## src/hw/ffps_regs.svh

```systemverilog
// constants for the fast program sequencer of a parallel nor flash
// Functional notes
// - host keeps accel off for double, quadruple, octuple page program
// - host issues read/reset after a program error
// - double program: setup plus two pairs differing in lowest bit
// - quadruple program: setup plus four pairs differing in two low bits
// - octuple program byte mode only: setup plus eight pairs, three bits
// - buffered program opens with two unlocks then setup at block
// - fourth write gives count N for N+1 locations, abort if too big
// - fifth write first pair, further loads follow start address
// - all loads inside one 256 word page, crossing aborts
// - host ends loads with buffer program confirm command
// - after abort host writes abort-and-reset sequence, reset after fail
`ifndef FFPS_REGS_SVH
`define FFPS_REGS_SVH
`define FFPS_CLK_NS 20
`define FFPS_T_WE_LOW_NS 35
`define FFPS_T_WE_HIGH_NS 30
`define FFPS_T_READ_NS 70
`define FFPS_CYC(ns) (((ns) + `FFPS_CLK_NS - 1) / `FFPS_CLK_NS)
`define FFPS_WE_LOW_CYC 4'(`FFPS_CYC(`FFPS_T_WE_LOW_NS))
`define FFPS_WE_HIGH_CYC 4'(`FFPS_CYC(`FFPS_T_WE_HIGH_NS))
`define FFPS_READ_CYC 4'(`FFPS_CYC(`FFPS_T_READ_NS))
`define FFPS_UNLK1_X16 24'h000555
`define FFPS_UNLK2_X16 24'h0002aa
`define FFPS_UNLK1_X8 24'h000aaa
`define FFPS_UNLK2_X8 24'h000555
`define FFPS_CODE_UNLK1 8'haa
`define FFPS_CODE_UNLK2 8'h55
`define FFPS_CODE_RESET 8'hf0
`define FFPS_CODE_SUSPEND 8'hb0
`define FFPS_CODE_RESUME 8'h30
`define FFPS_PAGE_LIM_WORD 10'h0ff
`define FFPS_PAGE_LIM_BYTE 10'h1ff
`define FFPS_ABORT_BIT 1
`define FFPS_ERROR_BIT 5
`define FFPS_POLL_BIT 7
`define FFPS_GRP_DBL_MSK 24'h000001
`define FFPS_GRP_QUAD_MSK 24'h000003
`define FFPS_GRP_OCT_MSK 24'h000007
`define FFPS_GRP_DBL_LAST 10'd2
`define FFPS_GRP_QUAD_LAST 10'd4
`define FFPS_GRP_OCT_LAST 10'd8
`define FFPS_BUF_LOAD0 10'd4
`define FFPS_BUF_OVERHEAD 10'd5
`define FFPS_ABR_LAST 10'd2
`endif

```

## src/hw/ffps_pkg.sv

```systemverilog
// types for the fast program sequencer
package ffps_pkg;
  typedef enum logic [2:0] {
    OP_READ, OP_RST, OP_ABR, OP_DBL, OP_QUAD, OP_OCT, OP_BUF
  } ffps_op_t;
  typedef enum logic [1:0] {
    RES_OK, RES_FAIL, RES_ABORT, RES_REFUSED
  } ffps_res_t;
  typedef enum logic [1:0] {SP_NONE, SP_SUSP, SP_RES} ffps_sp_t;
  typedef struct packed {
    ffps_op_t op;
    logic [23:0] addr;
    logic [7:0] count;
  } ffps_cmd_t;
  typedef struct packed {
    logic [22:0] a;
    logic [15:0] dq;
    logic [15:0] dq_oe;
    logic ce_n;
    logic oe_n;
    logic we_n;
  } ffps_pins_t;
endpackage

```

## src/hw/ffps_ctrl.sv

```systemverilog
// host controller driving the flash fast program command sequences
`timescale 1ns/100ps
`default_nettype none
`include "ffps_regs.svh"
module ffps_ctrl import ffps_pkg::*; #(
  parameter logic [7:0] DBL_SETUP = 8'h01,
  parameter logic [7:0] QUAD_SETUP = 8'h02,
  parameter logic [7:0] OCT_SETUP = 8'h03,
  parameter logic [7:0] BUF_SETUP = 8'h04,
  parameter logic [7:0] BUF_CONFIRM = 8'h05,
  parameter logic [7:0] ABORT_RESET = 8'hf0
) (
  input wire logic CLK_SYS_I,
  input wire logic NRST_I,
  input wire logic CMD_VALID_I,
  input wire ffps_cmd_t CMD_I,
  input wire logic BYTE_MODE_I,
  input wire logic ACCEL_I,
  input wire logic SUSPEND_I,
  input wire logic WDATA_VALID_I,
  input wire logic [15:0] WDATA_I,
  input wire logic [15:0] FL_DQ_I,
  output logic CMD_READY_O,
  output logic WDATA_ACK_O,
  output logic DONE_O,
  output ffps_res_t RESULT_O,
  output logic [15:0] RDATA_O,
  output logic SUSPENDED_O,
  output logic [22:0] FL_A_O,
  output logic [15:0] FL_DQ_O,
  output logic [15:0] FL_DQ_OE_O,
  output logic FL_CE_N_O,
  output logic FL_OE_N_O,
  output logic FL_WE_N_O,
  output logic FL_BYTE_N_O,
  output logic FL_ACCEL_O
);
  typedef enum {
    ST_IDLE, ST_WSET, ST_WADR, ST_WLOW, ST_WHIGH, ST_RLOW, ST_EVAL,
    ST_SUSP, ST_DONE
  } ffps_st_t;

  ffps_st_t state;
  ffps_op_t op;
  ffps_sp_t special;
  ffps_pins_t pins;
  logic [23:0] base;
  logic [7:0] cnt;
  logic [9:0] step;
  logic [9:0] last;
  logic [3:0] tmr;
  logic [15:0] rd;
  logic exp7;
  logic second;
  logic byte_mode;
  logic [23:0] cur_addr;
  logic [15:0] cur_data;
  logic cur_load;
  logic [23:0] u1;
  logic [23:0] u2;
  logic [23:0] gmsk;
  logic [9:0] page_end;
  logic refuse;

  // ---------------------------------------------------------------
  // address and data of the current bus write
  // ---------------------------------------------------------------
  always_comb begin
    u1 = byte_mode ? `FFPS_UNLK1_X8 : `FFPS_UNLK1_X16;
    u2 = byte_mode ? `FFPS_UNLK2_X8 : `FFPS_UNLK2_X16;
    gmsk = (op == OP_DBL) ? `FFPS_GRP_DBL_MSK :
           (op == OP_QUAD) ? `FFPS_GRP_QUAD_MSK : `FFPS_GRP_OCT_MSK;
    cur_addr = base;
    cur_data = 16'h0000;
    cur_load = 1'b0;
    unique case (op)
      OP_BUF: begin
        if (step == 10'd0) begin
          cur_addr = u1;
          cur_data = {8'h00, `FFPS_CODE_UNLK1};
        end else if (step == 10'd1) begin
          cur_addr = u2;
          cur_data = {8'h00, `FFPS_CODE_UNLK2};
        end else if (step == 10'd2) begin
          cur_data = {8'h00, BUF_SETUP};
        end else if (step == 10'd3) begin
          cur_data = {8'h00, cnt};
        end else if (step == last) begin
          cur_data = {8'h00, BUF_CONFIRM};
        end else begin
          // sequential from the start, never past the page end
          cur_addr = base + {14'h0000, step - `FFPS_BUF_LOAD0};
          cur_data = WDATA_I;
          cur_load = 1'b1;
        end
      end
      OP_DBL, OP_QUAD, OP_OCT: begin
        if (step == 10'd0) begin
          cur_data = {8'h00, (op == OP_DBL) ? DBL_SETUP :
                      (op == OP_QUAD) ? QUAD_SETUP : OCT_SETUP};
        end else begin
          // only the low bits of the page vary
          cur_addr = (base & ~gmsk) | ({14'h0000, step - 10'd1} & gmsk);
          cur_data = WDATA_I;
          cur_load = 1'b1;
        end
      end
      OP_ABR: begin
        if (step == 10'd0) begin
          cur_addr = u1;
          cur_data = {8'h00, `FFPS_CODE_UNLK1};
        end else if (step == 10'd1) begin
          cur_addr = u2;
          cur_data = {8'h00, `FFPS_CODE_UNLK2};
        end else begin
          cur_data = {8'h00, ABORT_RESET};
        end
      end
      OP_RST: cur_data = {8'h00, `FFPS_CODE_RESET};
      OP_READ: cur_data = 16'h0000;
    endcase
    if (special == SP_SUSP) begin
      cur_data = {8'h00, `FFPS_CODE_SUSPEND};
      cur_load = 1'b0;
    end else if (special == SP_RES) begin
      cur_data = {8'h00, `FFPS_CODE_RESUME};
      cur_load = 1'b0;
    end
  end

  // ---------------------------------------------------------------
  // request screening
  // ---------------------------------------------------------------
  // a load run crossing its page would only earn an abort, so it is refused
  always_comb begin
    page_end = BYTE_MODE_I ? {1'b0, CMD_I.addr[8:0]} :
               {2'b00, CMD_I.addr[7:0]};
    page_end = page_end + {2'b00, CMD_I.count};
    refuse = 1'b0;
    if (CMD_I.op == OP_OCT && !BYTE_MODE_I) begin
      refuse = 1'b1;
    end
    if (CMD_I.op == OP_BUF && page_end > (BYTE_MODE_I ?
        `FFPS_PAGE_LIM_BYTE : `FFPS_PAGE_LIM_WORD)) begin
      refuse = 1'b1;
    end
  end

  // ---------------------------------------------------------------
  // width select and acceleration pin
  // ---------------------------------------------------------------
  // accel only with buffered program; never in read mode, which would
  // drop the flash into unlock bypass behind our back
  always_ff @(posedge CLK_SYS_I or negedge NRST_I) begin
    if (!NRST_I) begin
      byte_mode <= 1'b0;
      FL_BYTE_N_O <= 1'b1;
      FL_ACCEL_O <= 1'b0;
    end else if (state == ST_IDLE && CMD_VALID_I && CMD_READY_O &&
        !refuse) begin
      byte_mode <= BYTE_MODE_I;
      FL_BYTE_N_O <= !BYTE_MODE_I;
      FL_ACCEL_O <= ACCEL_I && CMD_I.op == OP_BUF;
    end else if (state == ST_DONE) begin
      FL_ACCEL_O <= 1'b0;
    end
  end

  // ---------------------------------------------------------------
  // sequencer
  // ---------------------------------------------------------------
  always_ff @(posedge CLK_SYS_I or negedge NRST_I) begin
    if (!NRST_I) begin
      state <= ST_IDLE;
      op <= OP_READ;
      special <= SP_NONE;
      base <= 24'h000000;
      cnt <= 8'h00;
      step <= 10'd0;
      last <= 10'd0;
      tmr <= 4'h0;
      rd <= 16'h0000;
      exp7 <= 1'b0;
      second <= 1'b0;
      pins <= '{a: 23'h000000, dq: 16'h0000, dq_oe: 16'h0000,
                ce_n: 1'b1, oe_n: 1'b1, we_n: 1'b1};
      CMD_READY_O <= 1'b0;
      WDATA_ACK_O <= 1'b0;
      DONE_O <= 1'b0;
      RESULT_O <= RES_OK;
      RDATA_O <= 16'h0000;
      SUSPENDED_O <= 1'b0;
    end else begin
      WDATA_ACK_O <= 1'b0;
      DONE_O <= 1'b0;
      unique case (state)
        ST_IDLE: begin
          CMD_READY_O <= 1'b1;
          pins.ce_n <= 1'b1;
          pins.dq_oe <= 16'h0000;
          // only a ready-qualified offer is a take, else one is taken twice
          if (CMD_VALID_I && CMD_READY_O) begin
            CMD_READY_O <= 1'b0;
            op <= CMD_I.op;
            base <= CMD_I.addr;
            cnt <= CMD_I.count;
            step <= 10'd0;
            second <= 1'b0;
            RESULT_O <= RES_OK;
            unique case (CMD_I.op)
              OP_BUF: last <= {2'b00, CMD_I.count} + `FFPS_BUF_OVERHEAD;
              OP_DBL: last <= `FFPS_GRP_DBL_LAST;
              OP_QUAD: last <= `FFPS_GRP_QUAD_LAST;
              OP_OCT: last <= `FFPS_GRP_OCT_LAST;
              OP_ABR: last <= `FFPS_ABR_LAST;
              OP_RST, OP_READ: last <= 10'd0;
            endcase
            if (refuse) begin
              RESULT_O <= RES_REFUSED;
              state <= ST_DONE;
            end else if (CMD_I.op == OP_READ) begin
              state <= ST_RLOW;
              tmr <= `FFPS_READ_CYC;
            end else begin
              state <= ST_WSET;
            end
          end
        end
        ST_WSET: begin
          // a load waits here for its data: back-pressure on the stream
          if (!cur_load || WDATA_VALID_I) begin
            pins.a <= byte_mode ? cur_addr[23:1] : cur_addr[22:0];
            pins.dq <= byte_mode ? {cur_addr[0], 7'h00, cur_data[7:0]} :
                       cur_data;
            pins.dq_oe <= 16'hffff;
            pins.ce_n <= 1'b0;
            pins.oe_n <= 1'b1;
            if (cur_load) begin
              WDATA_ACK_O <= 1'b1;
              exp7 <= cur_data[`FFPS_POLL_BIT];
            end
            state <= ST_WADR;
          end
        end
        ST_WADR: begin
          pins.we_n <= 1'b0;
          tmr <= `FFPS_WE_LOW_CYC - 4'h1;
          state <= ST_WLOW;
        end
        ST_WLOW: begin
          if (tmr == 4'h0) begin
            pins.we_n <= 1'b1;
            tmr <= `FFPS_WE_HIGH_CYC - 4'h1;
            state <= ST_WHIGH;
          end else begin
            tmr <= tmr - 4'h1;
          end
        end
        ST_WHIGH: begin
          if (tmr != 4'h0) begin
            tmr <= tmr - 4'h1;
          end else if (step != last && special == SP_NONE) begin
            step <= step + 10'd1;
            state <= ST_WSET;
          end else begin
            special <= SP_NONE;
            second <= 1'b0;
            if (special == SP_SUSP) begin
              SUSPENDED_O <= 1'b1;
              state <= ST_SUSP;
            end else if (op == OP_RST || op == OP_ABR) begin
              state <= ST_DONE;
            end else begin
              // one extra count: oe is only seen low from the next edge
              tmr <= `FFPS_READ_CYC;
              state <= ST_RLOW;
            end
          end
        end
        ST_RLOW: begin
          pins.a <= byte_mode ? base[23:1] : base[22:0];
          pins.dq <= {byte_mode & base[0], 15'h0000};
          pins.dq_oe <= {byte_mode, 15'h0000};
          pins.ce_n <= 1'b0;
          pins.oe_n <= 1'b0;
          if (tmr == 4'h0) begin
            rd <= FL_DQ_I;
            pins.oe_n <= 1'b1;
            state <= ST_EVAL;
          end else begin
            tmr <= tmr - 4'h1;
          end
        end
        ST_EVAL: begin
          tmr <= `FFPS_READ_CYC;
          state <= ST_RLOW;
          if (op == OP_READ) begin
            RDATA_O <= rd;
            state <= ST_DONE;
          end else if (rd[`FFPS_POLL_BIT] == exp7) begin
            state <= ST_DONE;
          end else if (op == OP_BUF && rd[`FFPS_ABORT_BIT]) begin
            // abort seen: clear it with the abort-and-reset writes
            RESULT_O <= RES_ABORT;
            op <= OP_ABR;
            step <= 10'd0;
            last <= `FFPS_ABR_LAST;
            state <= ST_WSET;
          end else if (second) begin
            // bit 7 still wrong after the error bit: program failed
            RESULT_O <= RES_FAIL;
            op <= OP_RST;
            step <= 10'd0;
            last <= 10'd0;
            state <= ST_WSET;
          end else if (rd[`FFPS_ERROR_BIT]) begin
            second <= 1'b1;
          end else if (op == OP_BUF && SUSPEND_I) begin
            special <= SP_SUSP;
            state <= ST_WSET;
          end
        end
        ST_SUSP: begin
          pins.ce_n <= 1'b1;
          pins.dq_oe <= 16'h0000;
          if (!SUSPEND_I) begin
            SUSPENDED_O <= 1'b0;
            special <= SP_RES;
            state <= ST_WSET;
          end
        end
        ST_DONE: begin
          pins.ce_n <= 1'b1;
          pins.dq_oe <= 16'h0000;
          DONE_O <= 1'b1;
          state <= ST_IDLE;
        end
      endcase
    end
  end

  // flash pins straight from the pin register
  assign FL_A_O = pins.a;
  assign FL_DQ_O = pins.dq;
  assign FL_DQ_OE_O = pins.dq_oe;
  assign FL_CE_N_O = pins.ce_n;
  assign FL_OE_N_O = pins.oe_n;
  assign FL_WE_N_O = pins.we_n;
endmodule
`default_nettype wire

```

## config.mk

```make
export PLATFORM = sky130hd
export DESIGN_NAME = ffps_ctrl
export DESIGN_NICKNAME = d
export VERILOG_FILES = /design/src/hw/ffps_pkg.sv /design/src/hw/ffps_ctrl.sv
export VERILOG_INCLUDE_DIRS = /design/src /design/src/hw
export SDC_FILE = /design/constraint.sdc
export NUM_CORES = 1
export LEC_CHECK = 0
export BUFFER_PORTS_ARGS = -buffer_cell sky130_fd_sc_hd__buf_2
export CAP_MARGIN = 20
export CORE_UTILIZATION = 55
export CTS_CLUSTER_SIZE = 16
export DETAILED_ROUTE_END_ITERATION = 7
export PLACE_DENSITY = 0.82
export SLEW_MARGIN = 15
export SYNTH_ARGS = -nofsm -noshare
export SYNTH_HDL_FRONTEND = slang
export SYNTH_SLANG_ARGS = --single-unit
```

## constraint.sdc

```tcl
create_clock -name CLK_SYS_I -period 8.5 [get_ports CLK_SYS_I]
set_input_delay 1.7 -clock CLK_SYS_I [delete_from_list [all_inputs] [get_ports CLK_SYS_I]]
set_output_delay 1.7 -clock CLK_SYS_I [all_outputs]
set_load 0.03 [all_outputs]
```

==> qor.txt <==
Synth top area share = 36.69%
Most frequent CP cell = a21o_1
Max-cap violations = 0
Final net count = 1,369
Pwr Total = 0.001588 W
Core area = 17,900 um2
Hold_buf cts = 0
Top cell type by total area after synthesis = dfrtp_1
1st-iter DRT viols = 1,078
Hold_sp = cnt[2]$_DFFE_PN0P_
Clock Tree Buf Depth = 2
Asr flop ratio synth = 100.0%
Grt ovf = 0
Port bufs = 155
Top cells by count, synth = 176 x nand2_1, 147 x dfrtp_1, 84 x nor2_1
Post-Synthesis Cells = 1,161
CP Buf/Inv Count = 2
Register area share after synthesis = 37.73%
HPWL after DPL = 21,960 um
Period utilisation layout = 59.77%
Post-synth top flop = dfrtp_1
WHS Path Cells = 2
Critical path class = input pin to flip-flop
Post_cts resized = 0
Worst slew margin = 30.80%
Global-route wire length before repair = 48,440 um
Critical Path Start Type = input pin
Final Critical Period = 5.080 ns
Final Max Slew Viols = 0
# rows = 49
DR vias = 9,756
Synth Warn # = 0
Capturing point of the worst reg2reg path = FL_ACCEL_O$_DFFE_PN0P_
Hold Slack = 0.4808 ns
H-tree levels = 4
Syn_area_per_cell = 8.637 um2
Hold EP = cnt[2]$_DFFE_PN0P_
Status = completed
Clk_skew = 0.01271 ns
Post-CTS setup buffer count = 0
Crit path DAT = 5.46 ns
TNS Setup = 0 ns
RSZ-0062 raised after global routing = no
IO Pins = 156
Most common cell in the netlist = nand2_1
Largest cells by area after synthesis = dfrtp_1 37%, nand2_1 6.6%, ha_1 4.0%
Starting Density = 56.01%
Mapped Area = 10,030 um2
CP cell instances = buf_2 > ha_1 > inv_1 > fa_1 > nor2b_1 > o21ai_0 > nand2b_1 > a21o_1 > a21o_1 > a21o_1 > a21oi_1 > xnor2_1 > ha_1 > nor4bb_1 > nand4_1 > o311ai_0 > o311ai_0 > a21oi_1 > o31a_1
Mapped Nets = 1,269
Number of synthesized flops with an enable pin = 0
Vias in the first global route = 9,106
CTS Sinks = 151
Clock root cell = clkbuf_16
Die area = 18,770 um2
Largest delay contributor family on the critical path = compound AO/OA/AOI/OAI gates
Vias per cell = 6.491
CTS tree = yes
Critical Path RT = 8.88 ns
PwrDens = 139.6 nW/um2
Worst r2r src = op[0]$_DFFE_PN0P_
Pin count of the biggest net entering global routing = 94
Synth-to-Final Area Change = 13.44%
Routability cong. = 1.000
DR WL/cell = 20.53 um
CP endpoint kind = flip-flop
Final WL = 30,860 um
Worst-path clk slew = 0.07 ns
TritonRoute pass-1 iters = 6
FILL cells = 1,541
Netlist cell types = 84
Crit-path max cell delay = 0.48 ns
#FFs+latches synth = 151
GR Util All Layers = 34.05%
CP max stage cell = o311ai_0
Leakage = 5.182 nW
DRC = 0
Final Setup Violations = 0
VDD IR max = 0.0001390 V
Share of post-route cells with drive strength above 1 = 20.33%
Initial antenna violation count = 0
Slew @ Worst Pin = 1.035 ns
Register-to-register setup slack = 4.56 ns
Worst min-delay path category = flip-flop to flip-flop
Die height = 137.0 um
Final hold violation count = 0
Die X = 137.0 um
CP Max Fanout = 5
Reg2Reg Depth = 9
DRT antenna net count = 0
Inserted Diodes = 0
Fmax = 0.1968 GHz
Clock latency on the worst-skew pair = 0.45 ns
Total CTS buffers = 17
## report_power, final
part	internal, W	switching [W]
Sequential	0.000722	0.00000211
Clock	0.000422	0.000361
Combinational	0.0000321	0.0000493
## worst min-delay path, delay by kind of cell (launching register included)
| kind | cells | cell delay [ns] |
|---|---|---|
| and+or+nand+nor | 2 | 0.11 |
| DFF | 1 | 0.34 |
## flip-flops by register name, summed over array words and instances, names as in the netlist, 2 cells and up
signal and flops:
base 24, FL_A_O 23, FL_DQ_O 16, RDATA_O 16, rd 16, step 10, last 9, cnt 8
state 4, tmr 4, op 3, FL_DQ_OE_O 2, RESULT_O 2, special 2
## worst max path at each step
| stage | startpoint | endpoint | slack (ns) | depth (start not counted) |
|---|---|---|---|---|
| after CTS | CMD_I[0] | state[0]$_DFFE_PN0P_ | 3.42 | 19 |
| after global routing | CMD_I[0] | state[0]$_DFFE_PN0P_ | 3.03 | 19 |
| after floorplan | CMD_I[0] | state[0]$_DFFE_PN0P_ | 3.56 | 18 |
| final | CMD_I[0] | state[0]$_DFFE_PN0P_ | 3.42 | 19 |
| after global placement | CMD_I[0] | state[0]$_DFFE_PN0P_ | 3.08 | 19 |
| after detailed placement | CMD_I[0] | FL_ACCEL_O$_DFFE_PN0P_ | 3.00 | 19 |
## layer usage
layer / wire length (um) / GRT usage (%) / vias up
li1: - / - / 4412
met1: 12460 / 45.35 / 4686
met2: 13990 / 52.50 / 557
met3: 3068 / 7.000 / 101
met4: 1335 / 17.09 / 0
met5: 0 / 0 / -
## kinds of logic (layout without fill, tap and decap cells)
| family | after synthesis | in the layout | share of synthesized area [%] |
|---|---|---|---|
| adder cells (fa/ha/maj) | 35 | 35 | 4.505 |
| flip-flops | 151 | 151 | 37.73 |
| AND/OR/NAND/NOR | 434 | 434 | 20.46 |
| multiplexers | 60 | 60 | 6.414 |
| buffers and inverters | 113 | 226 | 5.178 |
| AO/OA/AOI/OAI | 327 | 327 | 21.97 |
| XOR/XNOR | 41 | 41 | 3.731 |
## stage by stage
stage                     worst slack [ns]  std cells  utilization, %  cell area [um2]
after global placement               3.075       1471           60.18            10770
after detailed placement             2.996       1471           60.18            10770
after global routing                 3.030       1503           63.54            11370
final                                3.420       1503           63.54            11370
after CTS                            3.418       1503           63.54            11370
after floorplan                      3.560       1161               -            10030
## cell type report
type                    instances  area (um2)  share of cell area, %
multi-input cells             897        5731                  50.38
flip-flops and latches        151        3784                  33.26
repair buffers                167       872.1                  7.667
clock buffers                  17       425.4                  3.740
well taps                     229       286.5                  2.519
clock inverters                15       175.2                  1.540
inverters                      27       101.3                 0.8910
## placed cells by master (no fill, tap or decap), drive strengths merged, types with 16 or more instances in the layout
cell type	instances
nand2	176
buf	167
dfrtp	147
nor2	86
o21ai	79
a21oi	67
nand3	50
inv	36
mux2	34
ha	32
a31oi	30
xnor2	29
mux2i	26
nor3	24
o31ai	22
clkbuf	17
nand4	16
Power figures use the tool's default switching activity.
